<file path="config.mk">
export PLATFORM = sky130hd
export DESIGN_NAME = lqa_link_quality
export DESIGN_NICKNAME = d
export VERILOG_FILES = /design/src/design/lqa_pkg.sv /design/src/design/lqa_link_quality.sv /design/src/design/lqa_monitor.sv /design/src/design/lqa_thr_bank.sv
export SDC_FILE = /design/constraint.sdc
export NUM_CORES = 1
export LEC_CHECK = 0
export ABC_AREA = 1
export BUFFER_PORTS_ARGS = -buffer_cell sky130_fd_sc_hd__buf_2
export CORE_MARGIN = 8
export CORE_UTILIZATION = 48
export CTS_BUF_LIST = sky130_fd_sc_hd__clkbuf_8
export CTS_CLUSTER_DIAMETER = 50
export DETAILED_ROUTE_END_ITERATION = 6
export PLACE_DENSITY_LB_ADDON = 0.05
export RECOVER_POWER = 50
export SLEW_MARGIN = 20
export SYNTH_ARGS = -nofsm -noshare
export SYNTH_HDL_FRONTEND = slang
export SYNTH_SLANG_ARGS = --single-unit
</file>
<file path="constraint.sdc">
create_clock -name clk_sys_i -period 1.4 [get_ports clk_sys_i]
set_input_delay 0.28 -clock clk_sys_i [delete_from_list [all_inputs] [get_ports clk_sys_i]]
set_output_delay 0.28 -clock clk_sys_i [all_outputs]
set_load 0.01 [all_outputs]
</file>
<file path="src/design/lqa_pkg.sv">
// package: register map, field layout and reset values of the link quality data access block
package lqa_pkg;
  localparam logic [4:0]  LQA_DATA_ACCESS_ADDR  = 5'h1e;
  localparam logic [4:0]  LQA_MON_CTRL_ADDR     = 5'h1d;
  localparam logic [4:0]  LQA_MON_CTRL2_ADDR    = 5'h1f;
  localparam logic [2:0]  LQA_LINK_PAGE         = 3'h2;
  localparam int          LQA_SAMPLE_BIT        = 13;
  localparam int          LQA_WSTROBE_BIT       = 12;
  localparam int          LQA_PSEL_MSB          = 11;
  localparam int          LQA_PSEL_LSB          = 9;
  localparam int          LQA_TSEL_BIT          = 8;
  localparam int          LQA_MON_EN_BIT        = 15;
  localparam int          LQA_VAR_HI_BIT        = 1;
  localparam logic [15:0] LQA_DATA_ACCESS_RESET = 16'h0080;
  localparam logic [7:0]  LQA_THR_DATA_RESET    = 8'h80;
  // low limits reset to the data field value, so the first read shows it
  localparam logic [7:0]  LQA_THR_LOW_RESET     = 8'h80;
  localparam logic [7:0]  LQA_THR_HIGH_RESET    = 8'hff;
  localparam int          LQA_NUM_PARAMS        = 6;
  localparam int          LQA_NUM_THR           = 12;
  localparam int          LQA_SAMPLE_CYCLES     = 2;
  typedef enum logic [2:0] {
    LQA_P_EQ   = 3'h0,
    LQA_P_GAIN = 3'h1,
    LQA_P_BLW  = 3'h2,
    LQA_P_FOFS = 3'h3,
    LQA_P_FCTL = 3'h4,
    LQA_P_VAR  = 3'h5
  } lqa_param_t;
endpackage

</file>
<file path="src/design/lqa_link_quality.sv">
// link quality threshold access register with sampling and monitor
//
// Summary of operation
// (RULE1) bits 15:14 ignore writes and read zero.
// (RULE2) writing sample bit one samples the selected parameter for reads.
// (RULE3) strobe loads data byte into threshold chosen by both selectors.
// (RULE4) strobe is a pulse and always reads zero.
// (RULE5) selector 0..5: equalizer, gain, wander, offset, control, variance.
// (RULE6) threshold selector zero picks low, one picks high.
// (RULE7) variance: selector 0 is bits 23:16, 1 is bits 31:24.
// (RULE8) data byte resets to 0x80, other fields to zero.
// (RULE9) with sample bit zero, written data targets the selected threshold.
// (RULE10) with sample bit zero, reads return the selected threshold.
// (RULE11) with sample bit one, reads return held sample until new sequence.
// (RULE12) threshold writes are refused while powered down.
// (RULE13) software sets selectors and data with or before the strobe.
// (RULE14) monitor runs only when enabled with a valid 100 Mb link.
// (RULE15) exceeding a threshold sets a warning flag cleared on read.
`timescale 1ns/1ps
module lqa_link_quality
  import lqa_pkg::*;
(
  input  wire logic        clk_sys_i,
  input  wire logic        rst_n_i,
  input  wire logic [2:0]  register_page_select_i,
  input  wire logic [4:0]  reg_addr_i,
  input  wire logic        reg_wr_i,
  input  wire logic        reg_rd_i,
  input  wire logic [15:0] reg_wdata_i,
  output logic      [15:0] reg_rdata_o,
  input  wire logic        power_down_i,
  input  wire logic        link_100_valid_i,
  input  wire logic [7:0]  equalizer_coefficient_i,
  input  wire logic [7:0]  gain_control_value_i,
  input  wire logic [7:0]  baseline_wander_value_i,
  input  wire logic [7:0]  freq_offset_value_i,
  input  wire logic [7:0]  freq_control_value_i,
  input  wire logic [15:0] variance_upper_i,
  output logic             monitor_active_o
);
  // ****************************************
  // register fields
  // ****************************************
  logic        sample_control_bit;
  logic [2:0]  parameter_selector;
  logic        threshold_selector;
  logic [7:0]  threshold_data_byte;
  logic [7:0]  sampled_value;
  logic        monitor_enable;
  logic [15:0] pdin_s1;
  logic [15:0] pdin_s2;
  logic [7:0]  pin_eq_s1, pin_eq_s2, pin_gn_s1, pin_gn_s2, pin_bw_s1, pin_bw_s2;
  logic [7:0]  pin_fo_s1, pin_fo_s2, pin_fc_s1, pin_fc_s2;
  logic [1:0]  ctl_s1, ctl_s2;

  // ****************************************
  // pin synchronisers
  // ****************************************
  always_ff @(posedge clk_sys_i or negedge rst_n_i) begin
    if (!rst_n_i) begin
      pin_eq_s1 <= '0; pin_eq_s2 <= '0; pin_gn_s1 <= '0; pin_gn_s2 <= '0;
      pin_bw_s1 <= '0; pin_bw_s2 <= '0; pin_fo_s1 <= '0; pin_fo_s2 <= '0;
      pin_fc_s1 <= '0; pin_fc_s2 <= '0; pdin_s1 <= '0; pdin_s2 <= '0;
      ctl_s1 <= '0; ctl_s2 <= '0;
    end else begin
      pin_eq_s1 <= equalizer_coefficient_i; pin_eq_s2 <= pin_eq_s1;
      pin_gn_s1 <= gain_control_value_i;    pin_gn_s2 <= pin_gn_s1;
      pin_bw_s1 <= baseline_wander_value_i; pin_bw_s2 <= pin_bw_s1;
      pin_fo_s1 <= freq_offset_value_i;     pin_fo_s2 <= pin_fo_s1;
      pin_fc_s1 <= freq_control_value_i;    pin_fc_s2 <= pin_fc_s1;
      pdin_s1   <= variance_upper_i;        pdin_s2   <= pdin_s1;
      ctl_s1    <= {power_down_i, link_100_valid_i};
      ctl_s2    <= ctl_s1;
    end
  end

  wire powered_down = ctl_s2[1];
  wire link_valid   = ctl_s2[0];

  // ****************************************
  // address decode
  // ****************************************
  wire page_hit  = register_page_select_i == LQA_LINK_PAGE;
  wire sel_data  = page_hit && reg_addr_i == LQA_DATA_ACCESS_ADDR;
  wire sel_ctrl  = page_hit && reg_addr_i == LQA_MON_CTRL_ADDR;
  wire sel_ctrl2 = page_hit && reg_addr_i == LQA_MON_CTRL2_ADDR;
  wire wr_data   = reg_wr_i && sel_data;
  wire wr_ctrl   = reg_wr_i && sel_ctrl;
  wire new_sample = wr_data && reg_wdata_i[LQA_SAMPLE_BIT]; // RULE2 RULE11

  // strobe uses the selectors and data of the same write
  wire [2:0] wr_psel = reg_wdata_i[LQA_PSEL_MSB:LQA_PSEL_LSB];
  wire       wr_tsel = reg_wdata_i[LQA_TSEL_BIT];
  wire       psel_ok = wr_psel <= LQA_P_VAR; // RULE5
  wire thr_wr_en = wr_data && reg_wdata_i[LQA_WSTROBE_BIT] && psel_ok
                   && !powered_down; // RULE3 RULE12 RULE13
  // index = {param, low/high}; variance lands on 10 (low) and 11 (high), both compared against bits 31:24
  wire [3:0] wr_idx = {wr_psel, wr_tsel}; // RULE6 RULE7
  wire [3:0] rd_idx = {parameter_selector, threshold_selector}; // RULE6 RULE10

  // ****************************************
  // register write
  // ****************************************
  always_ff @(posedge clk_sys_i or negedge rst_n_i) begin
    if (!rst_n_i) begin
      sample_control_bit  <= LQA_DATA_ACCESS_RESET[LQA_SAMPLE_BIT]; // RULE8
      parameter_selector  <= LQA_DATA_ACCESS_RESET[LQA_PSEL_MSB:LQA_PSEL_LSB];
      threshold_selector  <= LQA_DATA_ACCESS_RESET[LQA_TSEL_BIT];
      threshold_data_byte <= LQA_THR_DATA_RESET; // RULE8
      monitor_enable      <= 1'b0;
    end else begin
      if (wr_data) begin
        // bits 15:14 and the strobe are not stored
        sample_control_bit  <= reg_wdata_i[LQA_SAMPLE_BIT]; // RULE1 RULE4
        parameter_selector  <= wr_psel;
        threshold_selector  <= wr_tsel;
        threshold_data_byte <= reg_wdata_i[7:0]; // RULE9
      end
      if (wr_ctrl) begin
        monitor_enable <= reg_wdata_i[LQA_MON_EN_BIT];
      end
    end
  end

  // ****************************************
  // parameter sampling
  // ****************************************
  logic [7:0] param_mux;
  wire [LQA_NUM_PARAMS*8-1:0] param_flat =
    {pdin_s2[15:8], pin_fc_s2, pin_fo_s2, pin_bw_s2, pin_gn_s2, pin_eq_s2};
  always_comb begin
    case (lqa_param_t'(wr_psel)) // RULE5
      LQA_P_EQ:   param_mux = pin_eq_s2;
      LQA_P_GAIN: param_mux = pin_gn_s2;
      LQA_P_BLW:  param_mux = pin_bw_s2;
      LQA_P_FOFS: param_mux = pin_fo_s2;
      LQA_P_FCTL: param_mux = pin_fc_s2;
      LQA_P_VAR:  param_mux = wr_tsel ? pdin_s2[15:8] : pdin_s2[7:0]; // RULE7
      default:    param_mux = 8'h00;
    endcase
  end

  // held until next sampling write
  always_ff @(posedge clk_sys_i or negedge rst_n_i) begin
    if (!rst_n_i) begin
      sampled_value <= 8'h00;
    end else if (new_sample) begin
      sampled_value <= param_mux; // RULE2 RULE11
    end
  end

  // ****************************************
  // threshold bank and monitor
  // ****************************************
  logic [7:0]                 thr_rd;
  logic [LQA_NUM_THR*8-1:0]   thr_flat;
  logic [LQA_NUM_THR-1:0]     warn;

  lqa_thr_bank u_bank (
    .clk_sys_i  (clk_sys_i),
    .rst_n_i    (rst_n_i),
    .wr_en_i    (thr_wr_en),
    .wr_idx_i   (wr_idx),
    .wr_data_i  (reg_wdata_i[7:0]),
    .rd_idx_i   (rd_idx),
    .rd_data_o  (thr_rd),
    .thr_flat_o (thr_flat)
  );

  wire mon_active = monitor_enable && link_valid; // RULE14
  wire rd_ctrl    = reg_rd_i && sel_ctrl;
  wire rd_ctrl2   = reg_rd_i && sel_ctrl2;

  lqa_monitor u_mon (
    .clk_sys_i    (clk_sys_i),
    .rst_n_i      (rst_n_i),
    .active_i     (mon_active),
    .param_flat_i (param_flat),
    .thr_flat_i   (thr_flat),
    .clr_i        (rd_ctrl || rd_ctrl2),
    .warn_o       (warn)
  );

  // ****************************************
  // read mux
  // ****************************************
  wire [7:0]  data_rd = sample_control_bit ? sampled_value : thr_rd; // RULE10 RULE11
  wire [15:0] data_word = {2'b00, sample_control_bit, 1'b0, parameter_selector,
                           threshold_selector, data_rd}; // RULE1 RULE4
  wire [15:0] ctrl_word = {monitor_enable, 5'h00, warn[9:0]}; // RULE15
  wire [15:0] ctrl2_word = {14'h0000, warn[11], 1'b0};

  always_ff @(posedge clk_sys_i or negedge rst_n_i) begin
    if (!rst_n_i) begin
      reg_rdata_o      <= 16'h0000;
      monitor_active_o <= 1'b0;
    end else begin
      monitor_active_o <= mon_active;
      if (sel_data) begin
        reg_rdata_o <= data_word;
      end else if (sel_ctrl) begin
        reg_rdata_o <= ctrl_word;
      end else if (sel_ctrl2) begin
        reg_rdata_o <= ctrl2_word;
      end else begin
        reg_rdata_o <= 16'h0000;
      end
    end
  end

  // ****************************************
  // checks
  // ****************************************
  logic [3:0] wr_idx_q;
  chk_strobe_reads_zero: assert property (@(posedge clk_sys_i) disable iff (!rst_n_i)
    sel_data |=> reg_rdata_o[LQA_WSTROBE_BIT] == 1'b0) // RULE4
    else $error("strobe bit read as one");
  chk_reserved_zero: assert property (@(posedge clk_sys_i) disable iff (!rst_n_i)
    sel_data |=> reg_rdata_o[15:14] == 2'b00) // RULE1
    else $error("reserved bits read nonzero");
  chk_pd_no_write: assert property (@(posedge clk_sys_i) disable iff (!rst_n_i)
    (wr_data && reg_wdata_i[LQA_WSTROBE_BIT] && powered_down) |=> $stable(thr_flat)) // RULE12
    else $error("threshold write while powered down");
  chk_thr_written: assert property (@(posedge clk_sys_i) disable iff (!rst_n_i)
    thr_wr_en |=> thr_flat[wr_idx_q*8 +: 8] == $past(reg_wdata_i[7:0])) // RULE3
    else $error("threshold not loaded");
  chk_sample_hold: assert property (@(posedge clk_sys_i) disable iff (!rst_n_i)
    !new_sample |=> $stable(sampled_value)) // RULE11
    else $error("sample changed without new sequence");
  chk_sample_read: assert property (@(posedge clk_sys_i) disable iff (!rst_n_i)
    (sel_data && sample_control_bit) |=> reg_rdata_o[7:0] == $past(sampled_value)) // RULE11
    else $error("sampled value not returned");
  chk_thr_read: assert property (@(posedge clk_sys_i) disable iff (!rst_n_i)
    (sel_data && !sample_control_bit) |=> reg_rdata_o[7:0] == $past(thr_rd)) // RULE10
    else $error("threshold value not returned");
  chk_mon_gate: assert property (@(posedge clk_sys_i) disable iff (!rst_n_i)
    !(monitor_enable && link_valid) |=> !monitor_active_o) // RULE14
    else $error("monitor active without enable and link");
  always_ff @(posedge clk_sys_i or negedge rst_n_i) begin
    if (!rst_n_i) begin
      wr_idx_q <= 4'h0;
    end else begin
      wr_idx_q <= wr_idx;
    end
  end
endmodule // lqa_link_quality

</file>
<file path="src/design/lqa_monitor.sv">
// compare of adapted parameters against thresholds, sticky clear-on-read warnings
`timescale 1ns/1ps
module lqa_monitor
  import lqa_pkg::*;
(
  input  wire logic                     clk_sys_i,
  input  wire logic                     rst_n_i,
  input  wire logic                     active_i,
  input  wire logic [LQA_NUM_PARAMS*8-1:0] param_flat_i,
  input  wire logic [LQA_NUM_THR*8-1:0] thr_flat_i,
  input  wire logic                     clr_i,
  output logic      [LQA_NUM_THR-1:0]   warn_o
);
  logic [LQA_NUM_THR-1:0] hit;
  genvar g;
  generate
    for (g = 0; g < LQA_NUM_PARAMS; g++) begin : g_cmp
      assign hit[2*g]   = param_flat_i[g*8 +: 8] < thr_flat_i[(2*g)*8 +: 8];
      assign hit[2*g+1] = param_flat_i[g*8 +: 8] > thr_flat_i[(2*g+1)*8 +: 8];
    end
  endgenerate
  // set wins over the read clear
  always_ff @(posedge clk_sys_i or negedge rst_n_i) begin
    if (!rst_n_i) begin
      warn_o <= '0;
    end else begin
      warn_o <= (clr_i ? '0 : warn_o) | (active_i ? hit : '0); // RULE14 RULE15
    end
  end
endmodule // lqa_monitor

</file>
<file path="src/design/lqa_thr_bank.sv">
// threshold storage: twelve 8-bit low/high limits addressed by parameter and selector
`timescale 1ns/1ps
module lqa_thr_bank
  import lqa_pkg::*;
(
  input  wire logic                       clk_sys_i,
  input  wire logic                       rst_n_i,
  input  wire logic                       wr_en_i,
  input  wire logic [3:0]                 wr_idx_i,
  input  wire logic [7:0]                 wr_data_i,
  input  wire logic [3:0]                 rd_idx_i,
  output logic      [7:0]                 rd_data_o,
  output logic      [LQA_NUM_THR*8-1:0]   thr_flat_o
);
  logic [7:0] thr_mem [LQA_NUM_THR];
  genvar g;
  generate
    for (g = 0; g < LQA_NUM_THR; g++) begin : g_thr
      // even index = low threshold, odd index = high threshold
      always_ff @(posedge clk_sys_i or negedge rst_n_i) begin
        if (!rst_n_i) begin
          thr_mem[g] <= (g % 2 == 1) ? LQA_THR_HIGH_RESET : LQA_THR_LOW_RESET;
        end else if (wr_en_i && wr_idx_i == 4'(g)) begin
          thr_mem[g] <= wr_data_i; // RULE3
        end
      end
      assign thr_flat_o[g*8 +: 8] = thr_mem[g];
    end
  endgenerate
  assign rd_data_o = (rd_idx_i < 4'(LQA_NUM_THR)) ? thr_mem[rd_idx_i] : 8'h00;
endmodule // lqa_thr_bank

</file>
==> summary.txt <==
Run
  • Max cap viols: 0

Outcome
  • Status: finished with violations
  • Failing checks: negative setup slack

Floorplan
  • Die Height: approximately 180 um
  • Die area: 0.03137 mm2
  • Die width: 177.1 um
  • Initial Util: 48.36%
  • Row Count: 59
  • Core Region: between 0.02 and 0.03 mm2
  • I/O pin count: approximately 100

Clock tree
  • TritonCTS buffer count: 45
  • Sinks on Clock Net: between 200 and 300
  • Clock tree root driver cell: clkbuf_8
  • Worst-path clk slew: 60 ps
  • Clk buf depth: 3
  • Htree depth: 2
  • Clk Latency, worst-skew pair: 570 ps
  • CTS tree: built

Routing
  • Post-DRT Antenna Nets: 0
  • Detailed Routing Iterations Pass 1: 6
  • WL per Instance: between 15 and 20 um
  • Via Count: between 10000 and 15000
  • Vias/cell: 5.084
  • Routed wire length: 41060 um
  • Drt drc: 0
  • Starting DRT DRC Count: 741

Synth
  • Synth warn: 0
  • Asr flop ratio synth: between 90% and 100%
  • Seq/Total Area, Yosys: between 50% and 60%
  • Post-synth EDFFs: 0
  • Synth Register Bits: between 200 and 300
  • Synth Flop Type: dfrtp_1
  • Synth cell types: 30
  • Mapped Area: 0.01246 mm2
  • Post-Synthesis Cells: roughly 1500
  • Synthesized area per cell: 8.273 um2

Final layout
  • Commonest non-fill, non-tap cells in the layout: nand2_1 (401), inv_1 (197), dfrtp_1 (191), buf_4 (171), nand3_1 (134)
  • Most common cell after layout, fill and taps aside: nand2_1
  • Fill cells: 2000
  • Nets: a little over 2000
  • Layout cells sized above 1: 41.26%
  • Final cell count without fillers: about 2300
  • Area Overhead vs Synth: 47.76%
  • Design Area, Final: 0.01841 mm2

Timing
  • Slew headroom: 31.33%
  • Max Clk Rate: 656.0 MHz
  • Post-route clock period utilization: 108.9%
  • Period minus WS final: approximately 1500 ps
  • Setup TNS: -5394 ps
  • Final WS setup: -124.3 ps
  • Fin. max-slew vios: 0
  • Min Hold Slack: around 160 ps
  • Tightest Pin Transition: 1030 ps
  • Clock Skew: 33.63 ps
  • Final Hold Viols: 0
  • Final setup vio count: 100
  • Unrepaired setup endpoints after global routing: yes

Critical path
  • WP data arrival: 1970 ps
  • Largest fanout on the critical path: 3
  • Reg2reg setup slack: -120 ps
  • Worst Path Required: 1850 ps
  • Crit Path Class: reg2reg
  • CP Launch Type: register
  • Crit end category: register

Placed design
  • Dpl hpwl: 27220 um
  • Placed Area: 0.01481 mm2
  • Cells after DPL: around 2100
  • I/O Buffers: 99
  • Gpl congestion: about 0.94

Power and ir drop
  • Worst VDD drop: 1.177 mV
  • LEAKAGE: just over 9 nW
  • Total power: 16.58 mW
  • PwrDens: 900.7 mW/mm2

Worst hold path
  • Hold Path Class: in2reg

Global route
  • First-pass GRT wire length: 63060 um
  • Grt ovf: 0
  • Number of global-route vias before repair: about 12000
  • Largest net degree at the start of global routing: 48
  • Initial antenna violation count: 1
  • Total track usage: 26.10%
[metrics by stage]
step	utilization (%)	setup slack, ps
after CTS	68.41	-125.0
after detailed placement	57.49	-322.2
after global placement	57.49	-340.2
final	71.46	-124.3
after floorplan	-	0.01776
after global routing	71.45	-189.8
[metal layers]
| metal | routed length, um | part of all wire, % | track usage, % | up-vias |
|---|---|---|---|---|
| li1 | - | - | - | 5502 |
| met1 | 17480 | 43 | 34.03 | 5474 |
| met2 | 19090 | 46 | 41.40 | 426 |
| met3 | 2923 | 7.1 | 5.057 | 103 |
| met4 | 1568 | 3.8 | 12.19 | 0 |
| met5 | 0 | 0 | 0 | - |
[kinds of logic after synthesis]
kind of cell,after synthesis,share of synthesized area (%)
AND/OR/NAND/NOR,801,27.54
buffers and inverters,277,9.028
flip-flops,252,51.15
AO/OA/AOI/OAI,92,3.916
adder cells (fa/ha/maj),83,8.335
other,1,0.03010
[final timing paths]
path | to | from | cells after the start
hold / removal | u_bank.thr_flat_o[45] | reg_wdata_i[5] | 4
max in group asynchronous | u_bank.thr_flat_o[45] | rst_n_i | 3
min in group asynchronous | pin_fo_s1[0] | rst_n_i | 2
hold reg to reg | pin_fc_s2[6] | pin_fc_s1[6] | 0
setup / recovery | u_mon.warn_o[9] | pin_fc_s2[5] | 7
setup reg to reg | u_mon.warn_o[9] | pin_fc_s2[5] | 7
[area by class of cell]
cell class              count  area (um2)  area share (%)
diodes                      1       2.502         0.01359
clock buffers              56       770.7           4.186
clock inverters            28       176.4          0.9583
inverters                 229       872.1           4.737
multi-input cells         978        6447           35.02
flip-flops and latches    252        6382           34.67
well taps                 335       419.2           2.277
repair buffers            384        3339           18.14
[critical path, stage by stage (launching register included)]
cell     delay, ps
dfrtp_1        470
ha_4           280
a21oi_2        120
nor2_1          60
nor3_2         200
nand2_1         90
nand3_2        110
nand2_1         60
[what timing repair did]
item / CTS / global route
resized for setup: 192 / 219
cloned: 9 / 2
buffers inserted: 17 / 10
hold buffers: 60 / 0
pin swaps: 65 / 63
endpoints found under the setup margin: 114 / 117
endpoints found under the hold margin: 259 / 0
[registers in the layout, indices dropped and copies added, names as in the netlist]
name,count
ctl_s1,2
pin_gn_s1,8
parameter_selector,3
pdin_s2,16
pin_gn_s2,8
pin_fo_s2,8
pin_fc_s1,8
sampled_value,8
monitor_enable,1
ctl_s2,2
u_bank.thr_flat_o,96
u_mon.warn_o,11
sample_control_bit,1
monitor_active_o,1
pin_eq_s1,8
pin_fo_s1,8
reg_rdata_o,14
pin_fc_s2,8
pin_eq_s2,8
pin_bw_s2,8
pdin_s1,16
threshold_selector,1
pin_bw_s1,8
[synth_stat cells, types with 3 or more instances]
cell	n	share of area [%]
a21oi_1	49	2.0
buf_2	5	0.20
buf_4	5	0.30
buf_6	8	0.72
clkbuf_1	28	0.84
dfrtp_1	198	40
dfstp_2	54	11
ha_1	83	8.3
inv_1	227	6.8
nand2_1	514	15
nand3_1	193	7.8
nand4_1	6	0.30
nand4_2	8	0.80
nor2_1	52	1.6
nor2_2	11	0.55
nor2_4	3	0.27
nor3_1	10	0.40
o21a_1	8	0.48
o21ai_0	31	1.2
[power breakdown]
| group | internal [mW] | switching (mW) |
|---|---|---|
| clock | 3.99 | 3.07 |
| sequential | 7.54 | 0.175 |
| combinational | 0.798 | 1.02 |
| total | 12.3 | 4.26 |
Note: power is estimated with default switching activity, not from simulation.
